`config.mk`:
```
export PLATFORM = sky130hd
export DESIGN_NAME = sas_sdram_access_sequencer
export DESIGN_NICKNAME = d
export VERILOG_FILES = /design/src/sas_pkg.sv /design/src/sas_sdram_access_sequencer.sv
export VERILOG_INCLUDE_DIRS = /design/src
export SDC_FILE = /design/constraint.sdc
export NUM_CORES = 1
export LEC_CHECK = 0
export ABC_CLOCK_PERIOD_IN_PS = 4700
export BUFFER_PORTS_ARGS = -buffer_cell sky130_fd_sc_hd__buf_4
export CELL_PAD_IN_SITES_DETAIL_PLACEMENT = 1
export CELL_PAD_IN_SITES_GLOBAL_PLACEMENT = 2
export CORE_MARGIN = 4
export CORE_UTILIZATION = 34
export CTS_CLUSTER_DIAMETER = 200
export DETAILED_ROUTE_END_ITERATION = 10
export GPL_ROUTABILITY_DRIVEN = 0
export PLACE_DENSITY = 0.83
export SLEW_MARGIN = 20
export SYNTH_ARGS = -nofsm -noshare
export SYNTH_HDL_FRONTEND = slang
export SYNTH_SLANG_ARGS = --single-unit
```
`constraint.sdc`:
```
create_clock -name ref_clk -period 4.7 [get_ports ref_clk]
set_clock_uncertainty 0.2 [all_clocks]
set_input_delay 0.94 -clock ref_clk [delete_from_list [all_inputs] [get_ports ref_clk]]
set_output_delay 0.94 -clock ref_clk [all_outputs]
set_load 0.01 [all_outputs]
```
`src/sas_map.svh`:
```
// Register offsets, field positions, reset values and timing counts.
// Assumes a 40 MHz ref_clk and a plain strobe-style register port.
// Functional notes
// - Cache-fill misses read a whole 16-byte burst, every word valid.
// - Uncached reads keep at most 32 bits; rest of burst discarded.
// - Narrow DMA reads still run the full burst, unused data dropped.
// - 32-bit single read: capture and strobe first data cycle only.
// - 16-bit width: eight data cycles; longword two captures, else one.
// - Basic write: row open, then store with autoclose next cycle.
// - Write data driven in the same cycle as the store command.
// - After autoclose store wait write recovery plus precharge cycles.
// - Keep-row-open bit set: plain commands for area three, row stays open.
// - Bank-active row hit issues column command without row open.
// - One open row tracked per bank, two banks independently.
// - Row miss: precharge, then row open, then column command.
// - Precharge to row open spacing follows close-to-open setting.
// - Read hit with CAS latency 1 inserts one idle cycle first.
// - Tracking only for area three; other areas leave it untouched.
// - Refresh end or bus release marks both banks inactive.
// - Read autoclose wait: setting for latency 1, setting-1 otherwise.
// - Cache-fill burst asserts the strobe in every data cycle.
// - Low burst address bits advance with every captured word.
`ifndef SAS_MAP_SVH
`define SAS_MAP_SVH
`define SAS_MCR_OFF 4'h0
`define SAS_STAT_OFF 4'h4
`define SAS_HITS_OFF 4'h8
`define SAS_ROWS_OFF 4'hC
`define SAS_MCR_KEEP 0
`define SAS_MCR_TRP 1
`define SAS_MCR_WRITE_RECOVERY_SETTING_LO 2
`define SAS_MCR_CL_LO 4
`define SAS_MCR_WIDE 6
`define SAS_MCR_RESET 8'h00
`define SAS_WIDE_LAST 3'h3
`define SAS_NARROW_LAST 3'h7
`endif

```
`src/sas_pkg.sv`:
```
// Types shared by the access sequencer.
// Assumes the command codes are decoded to pins by the pad logic.
`default_nettype none
package sas_pkg;
  typedef enum logic [2:0] {
    SAS_NOP, SAS_ROW_OPEN, SAS_FETCH, SAS_FETCH_AC,
    SAS_STORE, SAS_STORE_AC, SAS_PRECHARGE
  } sas_cmd_t;
  typedef enum {
    SAS_IDLE, SAS_PRE, SAS_PWAIT, SAS_ACT, SAS_GAP, SAS_COL,
    SAS_CASW, SAS_DATA, SAS_RECOV, SAS_APW
  } sas_state_t;
endpackage : sas_pkg
`default_nettype wire

```
`src/sas_sdram_access_sequencer.sv`:
```
// Synchronous DRAM access sequencer: fills, single reads, writes, bank-active.
// Assumes DRAM runs on ref_clk; refresh and arbitration pulses from the
// surrounding controller on the same clock.
//
// Decided for this implementation: the placing of the registers and strobed register access.
`include "sas_map.svh"
`default_nettype none
module sas_sdram_access_sequencer #(
  parameter int ADDR_W = 27,
  parameter int ROW_W = 12,
  parameter int ROW_LO = 10,
  parameter int BANK_BIT = 22
) (
  input wire logic ref_clk,
  input wire logic reset_n,
  input wire logic [3:0] reg_addr,
  input wire logic [31:0] reg_wdata,
  input wire logic reg_wr,
  input wire logic reg_rd,
  output logic [31:0] reg_rdata,
  input wire logic req_valid,
  input wire logic req_write,
  input wire logic req_area3,
  input wire logic req_full_burst,
  input wire logic [3:0] req_byte_en,
  input wire logic [ADDR_W-1:0] req_addr,
  input wire logic [31:0] req_wdata,
  output logic req_ready,
  input wire logic refresh_done,
  input wire logic bus_released,
  output sas_pkg::sas_cmd_t dram_cmd,
  output logic dram_bank,
  output logic [ROW_W-1:0] dram_addr,
  output logic [3:0] byte_mask_lines,
  output logic [31:0] dq_out,
  output logic dq_oe_n,
  input wire logic [31:0] dq_in,
  output logic bus_cycle_strobe_n,
  output logic [2:0] burst_offset,
  output logic [31:0] rd_data,
  output logic rd_valid,
  output logic access_done
);
  // Row and bank bits must sit inside the address; both rows fit one word
  if (ROW_LO + ROW_W > ADDR_W || BANK_BIT >= ADDR_W || ROW_LO < 4
      || 2 * ROW_W > 32) begin : g_bad_split
    $error("sas: address split does not fit");
  end

  sas_pkg::sas_state_t state, next_state;
  sas_pkg::sas_cmd_t next_cmd;
  logic [7:0] memory_control_register;
  logic [2:0] cnt, next_cnt, dcnt;
  logic [15:0] hit_count;
  logic [1:0] bank_valid;
  logic [ROW_W-1:0] bank_row [2];
  logic [ADDR_W-1:0] a_addr;
  logic [31:0] a_wdata;
  logic [3:0] a_be;
  logic a_write, a_full, a_active, a_area3;

  // Configuration decode
  wire keep_open = memory_control_register[`SAS_MCR_KEEP];
  wire trp_long = memory_control_register[`SAS_MCR_TRP];
  wire [2:0] trp_cyc = trp_long ? 3'h2 : 3'h1;
  wire [2:0] twr_cyc = {1'b0, memory_control_register[`SAS_MCR_WRITE_RECOVERY_SETTING_LO+1:`SAS_MCR_WRITE_RECOVERY_SETTING_LO]} + 3'h1;
  wire [1:0] cl_code = memory_control_register[`SAS_MCR_CL_LO+1:`SAS_MCR_CL_LO];
  wire cl_one = (cl_code == 2'h0);
  wire wide = memory_control_register[`SAS_MCR_WIDE];
  wire [2:0] tap_rd = cl_one ? trp_cyc : trp_cyc - 3'h1;

  // Request decode and hit check
  wire accept = req_valid && req_ready;
  wire req_bank = req_addr[BANK_BIT];
  wire [ROW_W-1:0] req_row = req_addr[ROW_LO +: ROW_W];
  wire use_active = keep_open && req_area3;
  wire row_hit = use_active && bank_valid[req_bank]
                 && (bank_row[req_bank] == req_row);
  wire row_miss = use_active && bank_valid[req_bank] && !row_hit;
  wire a_bank = a_addr[BANK_BIT];
  wire invalidate = refresh_done || bus_released;

  // Data cycle decode
  wire [2:0] last_beat = wide ? `SAS_WIDE_LAST : `SAS_NARROW_LAST;
  wire is_long = (a_be == 4'hF);
  wire [2:0] ncap = (!wide && is_long) ? 3'h2 : 3'h1;
  // Only the wanted beats are taken; the burst always runs to its end
  wire capture = (state == sas_pkg::SAS_DATA)
                 && (a_full || dcnt < ncap);
  wire beat_end = (state == sas_pkg::SAS_DATA) && (dcnt == last_beat);
  wire [2:0] step = wide ? 3'h2 : 3'h1;
  wire autoclose = !a_active;

  always_comb begin
    next_state = state;
    next_cmd = sas_pkg::SAS_NOP;
    next_cnt = (cnt != 3'h0) ? cnt - 3'h1 : 3'h0;
    unique case (state)
      sas_pkg::SAS_IDLE: begin
        if (accept) begin
          if (row_hit) begin
            // CL1 needs a spare cycle for the two-cycle mask latency
            next_state = (!req_write && cl_one) ? sas_pkg::SAS_GAP
                                                : sas_pkg::SAS_COL;
          end else if (row_miss) begin
            next_state = sas_pkg::SAS_PRE;
          end else begin
            next_state = sas_pkg::SAS_ACT;
          end
        end
      end
      sas_pkg::SAS_PRE: begin
        next_cmd = sas_pkg::SAS_PRECHARGE;
        next_state = trp_long ? sas_pkg::SAS_PWAIT : sas_pkg::SAS_ACT;
      end
      sas_pkg::SAS_PWAIT: begin
        next_state = sas_pkg::SAS_ACT;
      end
      sas_pkg::SAS_ACT: begin
        next_cmd = sas_pkg::SAS_ROW_OPEN;
        next_state = sas_pkg::SAS_COL;
      end
      sas_pkg::SAS_GAP: begin
        next_state = sas_pkg::SAS_COL;
      end
      sas_pkg::SAS_COL: begin
        if (a_write) begin
          next_cmd = autoclose ? sas_pkg::SAS_STORE_AC
                               : sas_pkg::SAS_STORE;
          next_state = autoclose ? sas_pkg::SAS_RECOV : sas_pkg::SAS_IDLE;
          next_cnt = twr_cyc - 3'h1;
        end else begin
          next_cmd = autoclose ? sas_pkg::SAS_FETCH_AC
                               : sas_pkg::SAS_FETCH;
          // Command cycle on the pins is not a data cycle; wait full latency
          next_state = sas_pkg::SAS_CASW;
          next_cnt = {1'b0, cl_code};
        end
      end
      sas_pkg::SAS_CASW: begin
        if (cnt == 3'h0) begin
          next_state = sas_pkg::SAS_DATA;
        end
      end
      sas_pkg::SAS_DATA: begin
        if (beat_end) begin
          next_state = (autoclose && tap_rd != 3'h0) ? sas_pkg::SAS_APW
                                                     : sas_pkg::SAS_IDLE;
          next_cnt = tap_rd - 3'h1;
        end
      end
      sas_pkg::SAS_RECOV: begin
        if (cnt == 3'h0) begin
          next_state = sas_pkg::SAS_APW;
          next_cnt = trp_cyc - 3'h1;
        end
      end
      sas_pkg::SAS_APW: begin
        if (cnt == 3'h0) begin
          next_state = sas_pkg::SAS_IDLE;
        end
      end
    endcase
  end

  wire next_drive = (next_cmd == sas_pkg::SAS_STORE)
                    || (next_cmd == sas_pkg::SAS_STORE_AC);
  wire next_done = (next_state == sas_pkg::SAS_IDLE)
                   && (state != sas_pkg::SAS_IDLE);
  wire [ROW_W-1:0] col_addr = {{(ROW_W-ROW_LO+1){1'b0}}, a_addr[ROW_LO-1:1]};
  wire [ROW_W-1:0] next_dram_addr = (next_cmd == sas_pkg::SAS_ROW_OPEN)
                                    ? a_addr[ROW_LO +: ROW_W] : col_addr;

  always_ff @(posedge ref_clk) begin
    if (!reset_n) begin
      state <= sas_pkg::SAS_IDLE;
      cnt <= 3'h0;
      req_ready <= 1'b0;
      access_done <= 1'b0;
    end else begin
      state <= next_state;
      cnt <= next_cnt;
      req_ready <= (next_state == sas_pkg::SAS_IDLE);
      access_done <= next_done;
    end
  end

  always_ff @(posedge ref_clk) begin
    if (!reset_n) begin
      a_addr <= '0;
      a_wdata <= 32'h0000_0000;
      a_be <= 4'h0;
      a_write <= 1'b0;
      a_full <= 1'b0;
      a_active <= 1'b0;
      a_area3 <= 1'b0;
    end else if (accept) begin
      a_addr <= req_addr;
      a_wdata <= req_wdata;
      a_be <= req_byte_en;
      a_write <= req_write;
      a_full <= req_full_burst && !req_write;
      a_active <= use_active;
      a_area3 <= req_area3;
    end
  end

  // Pin stage: every pin changes on the rising edge
  always_ff @(posedge ref_clk) begin
    if (!reset_n) begin
      dram_cmd <= sas_pkg::SAS_NOP;
      dram_bank <= 1'b0;
      dram_addr <= '0;
      byte_mask_lines <= 4'h0;
      dq_out <= 32'h0000_0000;
      dq_oe_n <= 1'b1;
    end else begin
      dram_cmd <= next_cmd;
      dram_bank <= a_bank;
      dram_addr <= next_dram_addr;
      byte_mask_lines <= next_drive ? ~a_be : 4'h0;
      dq_out <= next_drive ? a_wdata : 32'h0000_0000;
      dq_oe_n <= !next_drive;
    end
  end

  // Read capture; strobe marks exactly the beats that are kept
  always_ff @(posedge ref_clk) begin
    if (!reset_n) begin
      dcnt <= 3'h0;
      rd_data <= 32'h0000_0000;
      rd_valid <= 1'b0;
      bus_cycle_strobe_n <= 1'b1;
      burst_offset <= 3'h0;
    end else begin
      dcnt <= (state == sas_pkg::SAS_DATA) ? dcnt + 3'h1 : 3'h0;
      rd_valid <= capture;
      bus_cycle_strobe_n <= !capture;
      if (capture) begin
        rd_data <= dq_in;
        burst_offset <= burst_offset + step;
      end else if (state != sas_pkg::SAS_DATA) begin
        burst_offset <= a_addr[3:1];
      end
    end
  end

  // Open-row table; clearing events win over a fresh row open
  for (genvar b = 0; b < 2; b++) begin : g_bank
    wire opening = (state == sas_pkg::SAS_ACT) && a_area3
                   && (a_bank == 1'(b));
    always_ff @(posedge ref_clk) begin
      if (!reset_n || invalidate) begin
        bank_valid[b] <= 1'b0;
        bank_row[b] <= '0;
      end else if (opening) begin
        bank_valid[b] <= a_active;
        bank_row[b] <= a_addr[ROW_LO +: ROW_W];
      end
    end
  end

  // Register port
  wire sel_mcr = reg_addr == `SAS_MCR_OFF;
  wire sel_stat = reg_addr == `SAS_STAT_OFF;
  wire sel_hits = reg_addr == `SAS_HITS_OFF;
  wire sel_rows = reg_addr == `SAS_ROWS_OFF;
  wire busy = state != sas_pkg::SAS_IDLE;
  wire [31:0] rows_word = {{(32-2*ROW_W){1'b0}}, bank_row[1], bank_row[0]};
  wire [31:0] next_rdata =
    sel_mcr ? {24'h00_0000, memory_control_register} :
    sel_stat ? {29'h0000_0000, busy, bank_valid} :
    sel_hits ? {16'h0000, hit_count} :
    sel_rows ? rows_word : 32'h0000_0000;

  always_ff @(posedge ref_clk) begin
    if (!reset_n) begin
      memory_control_register <= `SAS_MCR_RESET;
      hit_count <= 16'h0000;
      reg_rdata <= 32'h0000_0000;
    end else begin
      if (reg_wr && sel_mcr) begin
        memory_control_register <= {1'b0, reg_wdata[6:0]};
      end
      if (reg_wr && sel_hits) begin
        hit_count <= 16'h0000;
      end else if (accept && row_hit) begin
        hit_count <= hit_count + 16'h0001;
      end
      reg_rdata <= reg_rd ? next_rdata : 32'h0000_0000;
    end
  end

  wire hit_accept = accept && row_hit && !req_write;
endmodule : sas_sdram_access_sequencer
`default_nettype wire

```
==> flow_metrics.py, run 1 <==
metrics = {
    "yosys": {
        "synth.avg_cell_area_sq_um": 9.85,
        "yosysMostFrequentCell": "dfxtp_1",
        "synthesis.area_sq_um": 9810,
        "synth_fa_ha_area_frac": 0.00842,
        "synthTopCellsByCount": "dfxtp_1 (241), nand2_1 (160), and2_1 (96)",
        "synth_top_family_by_area": "simple AND/OR/NAND/NOR gates",
        "synth-seq-cells": 265,
        "synth-xor-area-share": 0.0143,
        "synthMuxAreaShare": 0.0379,
        "synth_compound_area_frac": 0.122,
        "synth.top_cell.area_share": 0.492,
        "synth_top_cell_by_area": "dfxtp_1",
        "synthArstFlopShare": 0,
        "synth_edf_count": 24,
        "netlist_top_cells_area": "dfxtp_1 (49%), edfxtp_1 (7.3%), and2_1 (6.1%)",
        "synth-main-ff-cell": "dfxtp_1",
        "netlist_instances": 996,
        "yosysUniqueCellTypes": 64,
        "yosys.area_share.simple": 0.214,
        "ys_seq_area_frac": 0.565,
        "yosys_warnings": 0,
    },
    "route": {
        "via_per_inst": 4.93,
        "dr.pass1.iters": 6,
        "drt-initial-drc-count": 511,
        "ant_nets": 0,
        "vias": 7924,
        "drt-total-wl_um": 29400,
        "wl_per_cell_um": 18.3,
        "drc": 0,
    },
    "setup_path": {
        "endpoint_kind": "flop",
        "r2r_start": "state[10]$_SDFF_PN0_",
        "crit_path_max_fanout": 22,
        "cp.arrival_ns": 3.48,
        "worstSetupPathType": "flop to flop",
        "rrSetupSlack_ns": 1.51,
        "cp-start-kind": "flop",
        "crit_path_start": "state[10]$_SDFF_PN0_",
        "worst-r2r-cell-count": 7,
        "crit-reg2reg-capture": "dq_out[2]$_SDFF_PN0_",
        "worstPathRequired_ns": 4.99,
    },
    "place": {
        "hpwl_um": 20800,
        "place_area_sq_um": 11800,
        "io_buffer_count": 226,
    },
    "timing": {
        "fin_setup_tns_ns": 0,
        "fmax_ghz": 0.314,
        "maxSlewHeadroom": 0.330,
        "worst_hold_slack_ns": 0.246,
        "rsz0062_at_grt": "false",
        "setup_violations": 0,
        "tightest_slew_ns": 0.997,
        "slew_viol_final": 0,
        "fin_crit_sh": 0.678,
        "final.min_clock_period_ns": 3.19,
        "hold_viol": 0,
    },
    "clocking": {
        "clockRootBuffer": "clkbuf_16",
        "cts_buffers": 30,
        "post_cts_buffers": 0,
        "post_cts_resized": 0,
        "cts_tree": "built",
        "holdBufCountCts": 0,
        "cts_sinks": 265,
        "clockBufferDepth": 3,
        "htree_levels": 1,
        "clk_pin_slew_ns": 0.06,
        "clock_latency_ns": 0.55,
    },
    "grt": {
        "antenna_found_initial": 0,
        "grt_pass1_wl_um": 45600,
        "grt-ovfl-total": 0,
        "grt_max_degree": 86,
        "grt_pass1_vias": 8093,
        "grt_usage": 0.180,
    },
    "pwr": {
        "leakage_nw": 5.31,
        "power_frac_seq": 0.455,
        "p_total_mw": 5.34,
        "p_sw_mw": 1.34,
        "vdd_drop_max_mv": 0.287,
        "comb_power_share": 0.105,
        "power.internal_mw": 4.01,
        "powerDensity_nw_per_um2": 417,
        "clkPwrFrac": 0.440,
        "switching_share": 0.250,
    },
    "die": {
        "rows": 61,
        "die_x_um": 178,
        "coreArea_sq_um": 28100,
        "initial_utilization": 0.349,
        "die_height_um": 178,
        "dieArea_sq_um": 31600,
        "pin_count": 265,
    },
    "min_path": {
        "hold_start": "a_be[1]$_SDFFE_PN0P_",
        "hold-path-cell-count": 1,
        "min_to": "byte_mask_lines[1]$_SDFF_PN0_",
        "min_path_type": "flop to flop",
    },
    "finish": {
        "synthToLayoutAreaGrowth_pct": 30.6,
        "drive_gt1_frac": 0.252,
        "fillCellCount": 3242,
        "multi_input_area_sq_um": 3950,
        "fin_area_sq_um": 12800,
        "register_area_sq_um": 5550,
        "n_antenna_cell": 0,
        "layout.nets": 1354,
    },
    "run": {
        "cap_violations": 0,
    },
    "run_status": {
        "outcome": "complete, no violations",
    },
}
worst max path at each step:
| stage | slack, ns | to | cells after the start |
|---|---|---|---|
| 2_1_floorplan | 1.72 | hit_count[3]$_SDFFE_PP0P_ | 8 |
| 3_3_place_gp | 1.20 | hit_count[15]$_SDFFE_PP0P_ | 7 |
| 3_5_place_dp | 1.16 | hit_count[7]$_SDFFE_PP0P_ | 7 |
| 4_1_cts | 1.46 | dq_out[0]$_SDFF_PN0_ | 7 |
| 5_1_grt | 1.23 | byte_mask_lines[1]$_SDFF_PN0_ | 7 |
| 6_report | 1.51 | dq_out[2]$_SDFF_PN0_ | 7 |
cell usage in the layout (no fill, tap or decap), types with 24 or more instances in the layout:
master	instances
a21oi_1	87
and2_1	95
mux2i_1	36
nor2_1	55
dfxtp_1	241
edfxtp_1	24
buf_4	238
clkbuf_16	30
nand2_1	159
a22o_1	34
sequential cells by signal, summed over array words and instances, names as in the netlist, 4 cells and up:
signal / flops
a_addr: 22
a_be: 4
a_wdata: 32
bank_row: 24
byte_mask_lines: 4
dq_out: 32
dram_addr: 12
hit_count: 16
memory_control_register: 7
rd_data: 32
reg_rdata: 24
state: 32
metrics by stage:
| step | setup WS (ns) | utilization | std cells |
|---|---|---|---|
| 3_3_place_gp | 1.20 | 0.420 | 1553 |
| 2_1_floorplan | 1.72 | - | 1003 |
| 3_5_place_dp | 1.16 | 0.420 | 1553 |
| 6_report | 1.51 | 0.456 | 1608 |
| 5_1_grt | 1.23 | 0.456 | 1608 |
| 4_1_cts | 1.46 | 0.456 | 1608 |
layout make-up:
type	count	area share
Sequential cell	265	0.433
Multi-Input combinational cell	660	0.308
Timing Repair Buffer	238	0.139
Clock buffer	44	0.0697
Tap cell	378	0.0369
Clock inverter	11	0.00947
Inverter	12	0.00352
critical path, stage by stage, from the launching register on:
cell	delay, ns
dfxtp_1	0.31
nor4_1	0.39
nand4_2	0.32
nor3_1	0.56
nand3_1	0.23
nor2_2	0.66
buf_4	0.30
and2_1	0.15
per-layer routing:
metal,up-vias,part of all wire,GRT usage
met5,-,0,0
met4,0,0.018,0.0396
met3,36,0.091,0.0665
met2,244,0.48,0.299
met1,3809,0.41,0.224
li1,3835,-,-
cell families (layout without fill, tap and decap cells):
group / Yosys count / after routing
AOI/OAI and AO/OA: 181 / 181
xor gates and xnor gates: 16 / 16
adders and majority gates: 6 / 6
buffers and inverters: 78 / 305
DFF: 265 / 265
muxes: 37 / 37
other: 1 / 8
and+or+nand+nor: 412 / 412
power by group through the flow:
| stage | registers, mW | logic (mW) | clock network, mW |
|---|---|---|---|
| CTS | 2.43 | 0.571 | 2.42 |
| floorplan | 2.45 | 0.362 | 0 |
| global placement | 2.48 | 0.559 | 0 |
| finish | 2.43 | 0.562 | 2.35 |
| global route | 2.45 | 0.628 | 2.52 |
| detailed placement | 2.48 | 0.567 | 0 |
Power figures use the tool's default switching activity.
==> run 2, diff against run 1 <==
--- a/config.mk
+++ b/config.mk
@@ -6,16 +6,16 @@
 export SDC_FILE = /design/constraint.sdc
 export NUM_CORES = 1
 export LEC_CHECK = 0
-export ABC_CLOCK_PERIOD_IN_PS = 4700
+export ABC_CLOCK_PERIOD_IN_PS = 3050
 export BUFFER_PORTS_ARGS = -buffer_cell sky130_fd_sc_hd__buf_4
 export CELL_PAD_IN_SITES_DETAIL_PLACEMENT = 1
 export CELL_PAD_IN_SITES_GLOBAL_PLACEMENT = 2
 export CORE_MARGIN = 4
-export CORE_UTILIZATION = 34
+export CORE_UTILIZATION = 32
 export CTS_CLUSTER_DIAMETER = 200
 export DETAILED_ROUTE_END_ITERATION = 10
 export GPL_ROUTABILITY_DRIVEN = 0
-export PLACE_DENSITY = 0.83
+export PLACE_DENSITY = 0.79
 export SLEW_MARGIN = 20
 export SYNTH_ARGS = -nofsm -noshare
 export SYNTH_HDL_FRONTEND = slang
==> constraint.sdc (replaced) <==
create_clock -name ref_clk -period 3.05 [get_ports ref_clk]
set_clock_uncertainty 0.2 [all_clocks]
set_input_delay 0.61 -clock ref_clk [delete_from_list [all_inputs] [get_ports ref_clk]]
set_output_delay 0.61 -clock ref_clk [all_outputs]
set_load 0.01 [all_outputs]
==> flow_metrics.py, run 2 (synthesized netlist as in run 1, its figures left out) <==
metrics = {
    "place": {
        "place_area_sq_um": 11900,
        "io_buffer_count": 226,
        "hpwl_um": 20900,
        "dp_slack_ns": 0.109,
    },
    "clocking": {
        "holdBufCountCts": 0,
        "post_cts_resized": 0,
        "clock_latency_ns": 0.55,
        "cts_sinks": 265,
        "post_cts_buffers": 0,
        "htree_levels": 1,
        "clockBufferDepth": 3,
        "clk_pin_slew_ns": 0.06,
        "cts_buffers": 30,
        "cts_tree": "built",
        "clockRootBuffer": "clkbuf_16",
    },
    "route": {
        "via_per_inst": 4.85,
        "dr.pass1.iters": 5,
        "drt-total-wl_um": 29100,
        "vias": 7895,
        "ant_nets": 0,
        "wl_per_cell_um": 17.9,
        "drc": 0,
        "drt-initial-drc-count": 457,
    },
    "grt": {
        "grt_usage": 0.167,
        "busiest_layer": "met2",
        "grt-ovfl-total": 0,
        "gr-usage-met1": 0.208,
        "grt_max_degree": 85,
        "use_met3": 0.0581,
        "grt_util_met2": 0.285,
        "grt_pass1_vias": 8181,
        "grt_pass1_wl_um": 45500,
        "antenna_found_initial": 1,
    },
    "timing": {
        "rsz0062_at_grt": "false",
        "slew_viol_final": 0,
        "final.min_clock_period_ns": 2.72,
        "worst_hold_slack_ns": 0.0650,
        "fin_setup_tns_ns": 0,
        "tightest_slew_ns": 1.00,
        "fin_ws_ns": 0.332,
        "hold_viol": 0,
        "maxSlewHeadroom": 0.331,
        "fmax_ghz": 0.368,
        "fin_crit_sh": 0.891,
        "setup_violations": 0,
    },
    "min_path": {
        "min_to": "rd_data[9]$_SDFFE_PN0P_",
        "min_path_type": "input pin to flop",
        "hold_start": "dq_in[9]",
        "hold-path-cell-count": 2,
    },
    "setup_path": {
        "rrSetupSlack_ns": 0.33,
        "cp.arrival_ns": 2.94,
        "crit_path_top_delay_cell": "a2111oi_1",
        "worst-r2r-cell-count": 7,
        "crit_path_max_fanout": 6,
        "r2r_start": "state[6]$_SDFF_PN0_",
        "endpoint_kind": "flop",
        "worstSetupPathType": "flop to flop",
        "crit_chain": "nor4_2, nand4_2, a2111oi_2, buf_4, nor3b_1, a21oi_1, a2111oi_1",
        "slowest_delay_ns": 0.42,
        "crit-reg2reg-capture": "access_done$_SDFF_PN0_",
        "cp-start-kind": "flop",
        "worstPathRequired_ns": 3.27,
    },
    "pwr": {
        "clkPwrFrac": 0.440,
        "leakage_nw": 5.34,
        "comb_power_share": 0.106,
        "vdd_drop_max_mv": 0.410,
        "p_sw_mw": 2.06,
        "p_total_mw": 8.28,
        "powerDensity_nw_per_um2": 641,
        "power.internal_mw": 6.21,
        "power_frac_seq": 0.453,
        "switching_share": 0.249,
    },
    "run": {
        "cap_violations": 0,
    },
    "die": {
        "dieArea_sq_um": 33500,
        "rows": 63,
        "die_height_um": 183,
        "pin_count": 265,
        "coreArea_sq_um": 30000,
        "initial_utilization": 0.327,
        "die_x_um": 183,
    },
    "finish": {
        "fin_area_sq_um": 12900,
        "layout_common_cells": "buf_4 (246), dfxtp_1 (241), nand2_1 (159)",
        "n_antenna_cell": 0,
        "drive_gt1_frac": 0.254,
        "fillCellCount": 3463,
        "layout.nets": 1364,
        "synthToLayoutAreaGrowth_pct": 31.7,
        "final_common_cell": "buf_4",
    },
    "run_status": {
        "outcome": "complete, no violations",
    },
}
==> run 2: changes by cell type in the layout (fill, tap and decap cells not counted), moves of 2 or more <==
cell and delta:
buf_4 +8, clkbuf_8 -6, clkinv_1 +3, clkinv_2 -3
buf_12 +2, bufinv_16 +2, clkbuf_1 +2
==> run 2: stage by stage <==
stage	instances	utilization
2_1_floorplan	1003	-
3_3_place_gp	1575	0.398
3_5_place_dp	1575	0.398
4_1_cts	1629	0.431
5_1_grt	1629	0.431
6_report	1629	0.431
==> run 2: per-layer routing <==
layer	share of wire	vias to the layer above	wire length [um]
li1	-	3857	-
met1	0.42	3812	12200
met2	0.48	194	13900
met3	0.086	30	2510
met4	0.014	2	409
met5	0.00045	-	13
==> run 2: final cells by class <==
class / instances / area [sq um] / area share
repair buffers: 248 / 1890 / 0.146
multi-input cells: 660 / 3950 / 0.306
well taps: 390 / 488 / 0.0378
clock inverters: 14 / 185 / 0.0143
inverters: 12 / 45.0 / 0.00349
clock buffers: 40 / 818 / 0.0633
flip-flops and latches: 265 / 5550 / 0.429
==> run 2: power by group through the flow <==
| stage | logic [mW] | registers (mW) | clock network, mW |
|---|---|---|---|
| global placement | 0.879 | 3.82 | 0 |
| global route | 0.987 | 3.77 | 3.88 |
| CTS | 0.896 | 3.75 | 3.74 |
| floorplan | 0.558 | 3.77 | 0 |
| detailed placement | 0.892 | 3.83 | 0 |
| finish | 0.881 | 3.75 | 3.64 |
==> run 2: how the worst max path moves through the flow <==
stage,start,end,slack [ns],depth (start not counted)
finish,state[6]$_SDFF_PN0_,access_done$_SDFF_PN0_,0.33,7
global route,state[9]$_SDFF_PN0_,access_done$_SDFF_PN0_,0.11,7
CTS,state[6]$_SDFF_PN0_,access_done$_SDFF_PN0_,0.29,7
detailed placement,req_addr[22],hit_count[3]$_SDFFE_PP0P_,0.11,7
global placement,req_addr[22],hit_count[3]$_SDFFE_PP0P_,0.17,7
floorplan,req_addr[22],hit_count[3]$_SDFFE_PP0P_,0.40,8
==> run 2: worst max-delay path, delay by kind of cell, from the launching register on <==
kind	cells	cell delay, ns
AO/OA/AOI/OAI	3	0.90
buffers and inverters	1	0.20
flip-flops	1	0.31
AND/OR/NAND/NOR	3	0.98
==> run 3, diff against run 2 <==
--- a/config.mk
+++ b/config.mk
@@ -6,7 +6,7 @@
 export SDC_FILE = /design/constraint.sdc
 export NUM_CORES = 1
 export LEC_CHECK = 0
-export ABC_CLOCK_PERIOD_IN_PS = 3050
+export ABC_CLOCK_PERIOD_IN_PS = 2860
 export BUFFER_PORTS_ARGS = -buffer_cell sky130_fd_sc_hd__buf_4
 export CELL_PAD_IN_SITES_DETAIL_PLACEMENT = 1
 export CELL_PAD_IN_SITES_GLOBAL_PLACEMENT = 2
==> constraint.sdc (replaced) <==
create_clock -name ref_clk -period 2.86 [get_ports ref_clk]
set_clock_uncertainty 0.2 [all_clocks]
set_input_delay 0.572 -clock ref_clk [delete_from_list [all_inputs] [get_ports ref_clk]]
set_output_delay 0.572 -clock ref_clk [all_outputs]
set_load 0.01 [all_outputs]
==> flow_metrics.py, run 3 (synthesized netlist as in run 1, its figures left out) <==
metrics = {
    "die": {
        "rows": 63,
        "die_height_um": 183,
        "die_x_um": 183,
        "dieArea_sq_um": 33500,
        "coreArea_sq_um": 30000,
        "initial_utilization": 0.327,
        "pin_count": 265,
    },
    "grt": {
        "grt_pass1_vias": 8206,
        "grt_max_degree": 85,
        "grt-ovfl-total": 0,
        "grt_pass1_wl_um": 46300,
        "antenna_found_initial": 0,
        "grt_usage": 0.169,
    },
    "clocking": {
        "clockRootBuffer": "clkbuf_16",
        "post_cts_buffers": 0,
        "holdBufCountCts": 0,
        "cts_sinks": 265,
        "cts_tree": "built",
        "cts_buffers": 30,
        "htree_levels": 1,
        "clockBufferDepth": 3,
        "clk_pin_slew_ns": 0.06,
        "clock_latency_ns": 0.55,
    },
    "setup_path": {
        "crit_path_max_fanout": 33,
        "cp-start-kind": "flop",
        "worstPathRequired_ns": 3.13,
        "crit_path_top_delay_cell": "nor4_2",
        "worstSetupPathType": "flop to flop",
        "slowest_delay_ns": 0.43,
        "endpoint_kind": "flop",
        "cp.arrival_ns": 2.92,
        "crit_chain": "nor4_2, nand4_2, buf_4, nor3_1, nand3_1, nor2_2, buf_12, inv_1, nor2_1",
    },
    "place": {
        "place_inst": 1584,
        "io_buffer_count": 226,
        "hpwl_um": 20900,
        "place_area_sq_um": 12000,
    },
    "pwr": {
        "clkPwrFrac": 0.430,
        "switching_share": 0.253,
        "vdd_drop_max_mv": 0.395,
        "p_sw_mw": 2.22,
        "leakage_nw": 5.39,
        "comb_power_share": 0.116,
        "power.internal_mw": 6.55,
        "p_total_mw": 8.77,
        "powerDensity_nw_per_um2": 675,
        "power_frac_seq": 0.454,
    },
    "finish": {
        "drive_gt1_frac": 0.262,
        "fillCellCount": 3429,
        "final_common_cell": "buf_4",
        "fin_area_sq_um": 13000,
        "n_antenna_cell": 0,
        "layout.nets": 1373,
        "layout_common_cells": "buf_4 (253), dfxtp_1 (241), nand2_1 (159)",
        "synthToLayoutAreaGrowth_pct": 32.6,
        "layoutNonFillerInstCount": 1640,
    },
    "timing": {
        "fin_setup_tns_ns": 0,
        "slew_viol_final": 0,
        "tightest_slew_ns": 0.994,
        "setup_violations": 0,
        "hold_viol": 0,
        "rsz0062_at_grt": "false",
        "fin_crit_sh": 0.927,
        "maxSlewHeadroom": 0.337,
        "final.min_clock_period_ns": 2.65,
        "fmax_ghz": 0.377,
    },
    "run_status": {
        "outcome": "complete, no violations",
    },
    "route": {
        "wl_per_cell_um": 17.8,
        "ant_nets": 0,
        "vias": 7908,
        "drt-initial-drc-count": 335,
        "drc": 0,
        "dr.pass1.iters": 6,
        "drt-total-wl_um": 29300,
        "via_per_inst": 4.82,
    },
    "run": {
        "cap_violations": 0,
    },
    "min_path": {
        "min_path_type": "input pin to flop",
    },
}
==> run 3: metrics by stage <==
step | hold WS, ns | setup WS [ns] | utilization
floorplan | 0.213 | 0.246 | -
global placement | 0.228 | 0.0604 | 0.401
detailed placement | 0.238 | 0.0168 | 0.401
CTS | 0.0118 | 0.0499 | 0.433
global route | 0.0112 | 0.0148 | 0.434
finish | 0.0350 | 0.210 | 0.434
==> run 3: cell type report <==
| cell class | count | area [sq um] | area share |
|---|---|---|---|
| tap | 390 | 488 | 0.0375 |
| clock buffer | 35 | 791 | 0.0608 |
| timing repair buffer | 257 | 1980 | 0.152 |
| clock inverter | 21 | 183 | 0.0140 |
| inverter | 12 | 45.0 | 0.00346 |
| sequential | 265 | 5550 | 0.426 |
| multi-input combinational | 660 | 3970 | 0.305 |
==> run 3: critical path: cells and delay by family, from the launching register on <==
| kind | cells | cell delay [ns] |
|---|---|---|
| buffers and inverters | 3 | 0.52 |
| flip-flops | 1 | 0.31 |
| AND/OR/NAND/NOR | 6 | 1.55 |
==> run 3: per-layer routing <==
metal,track usage,vias to the layer above,wire (um)
met3,0.0583,37,2730
met5,0,-,0
li1,-,3879,-
met4,0.0292,0,402
met1,0.212,3782,12000
met2,0.288,210,14100
==> run 3: worst paths after layout <==
kind	startpoint	to	slack (ns)	depth (start not counted)
max reg2reg	state[6]$_SDFF_PN0_	byte_mask_lines[0]$_SDFF_PN0_	0.21	9
max	state[6]$_SDFF_PN0_	byte_mask_lines[0]$_SDFF_PN0_	0.21	9
min reg2reg	a_be[2]$_SDFFE_PN0P_	byte_mask_lines[2]$_SDFF_PN0_	0.24	1
min	dq_in[4]	rd_data[4]$_SDFFE_PN0P_	0.04	2
==> run 3: power groups by stage <==
stage          clock network, mW  registers [mW]  logic (mW)
6_report                    3.77            3.98        1.02
5_1_grt                     4.05            4.00        1.13
4_1_cts                     3.89            3.98        1.01
3_5_place_dp                   0            4.06        1.01
3_3_place_gp                   0            4.06       0.992
2_1_floorplan                  0            4.03       0.595
==> run 3: timing repair <==
item                                    CTS  global route
endpoints found under the setup margin    0            62
hold endpoints to repair                  0             0
gates resized for setup                   0             3
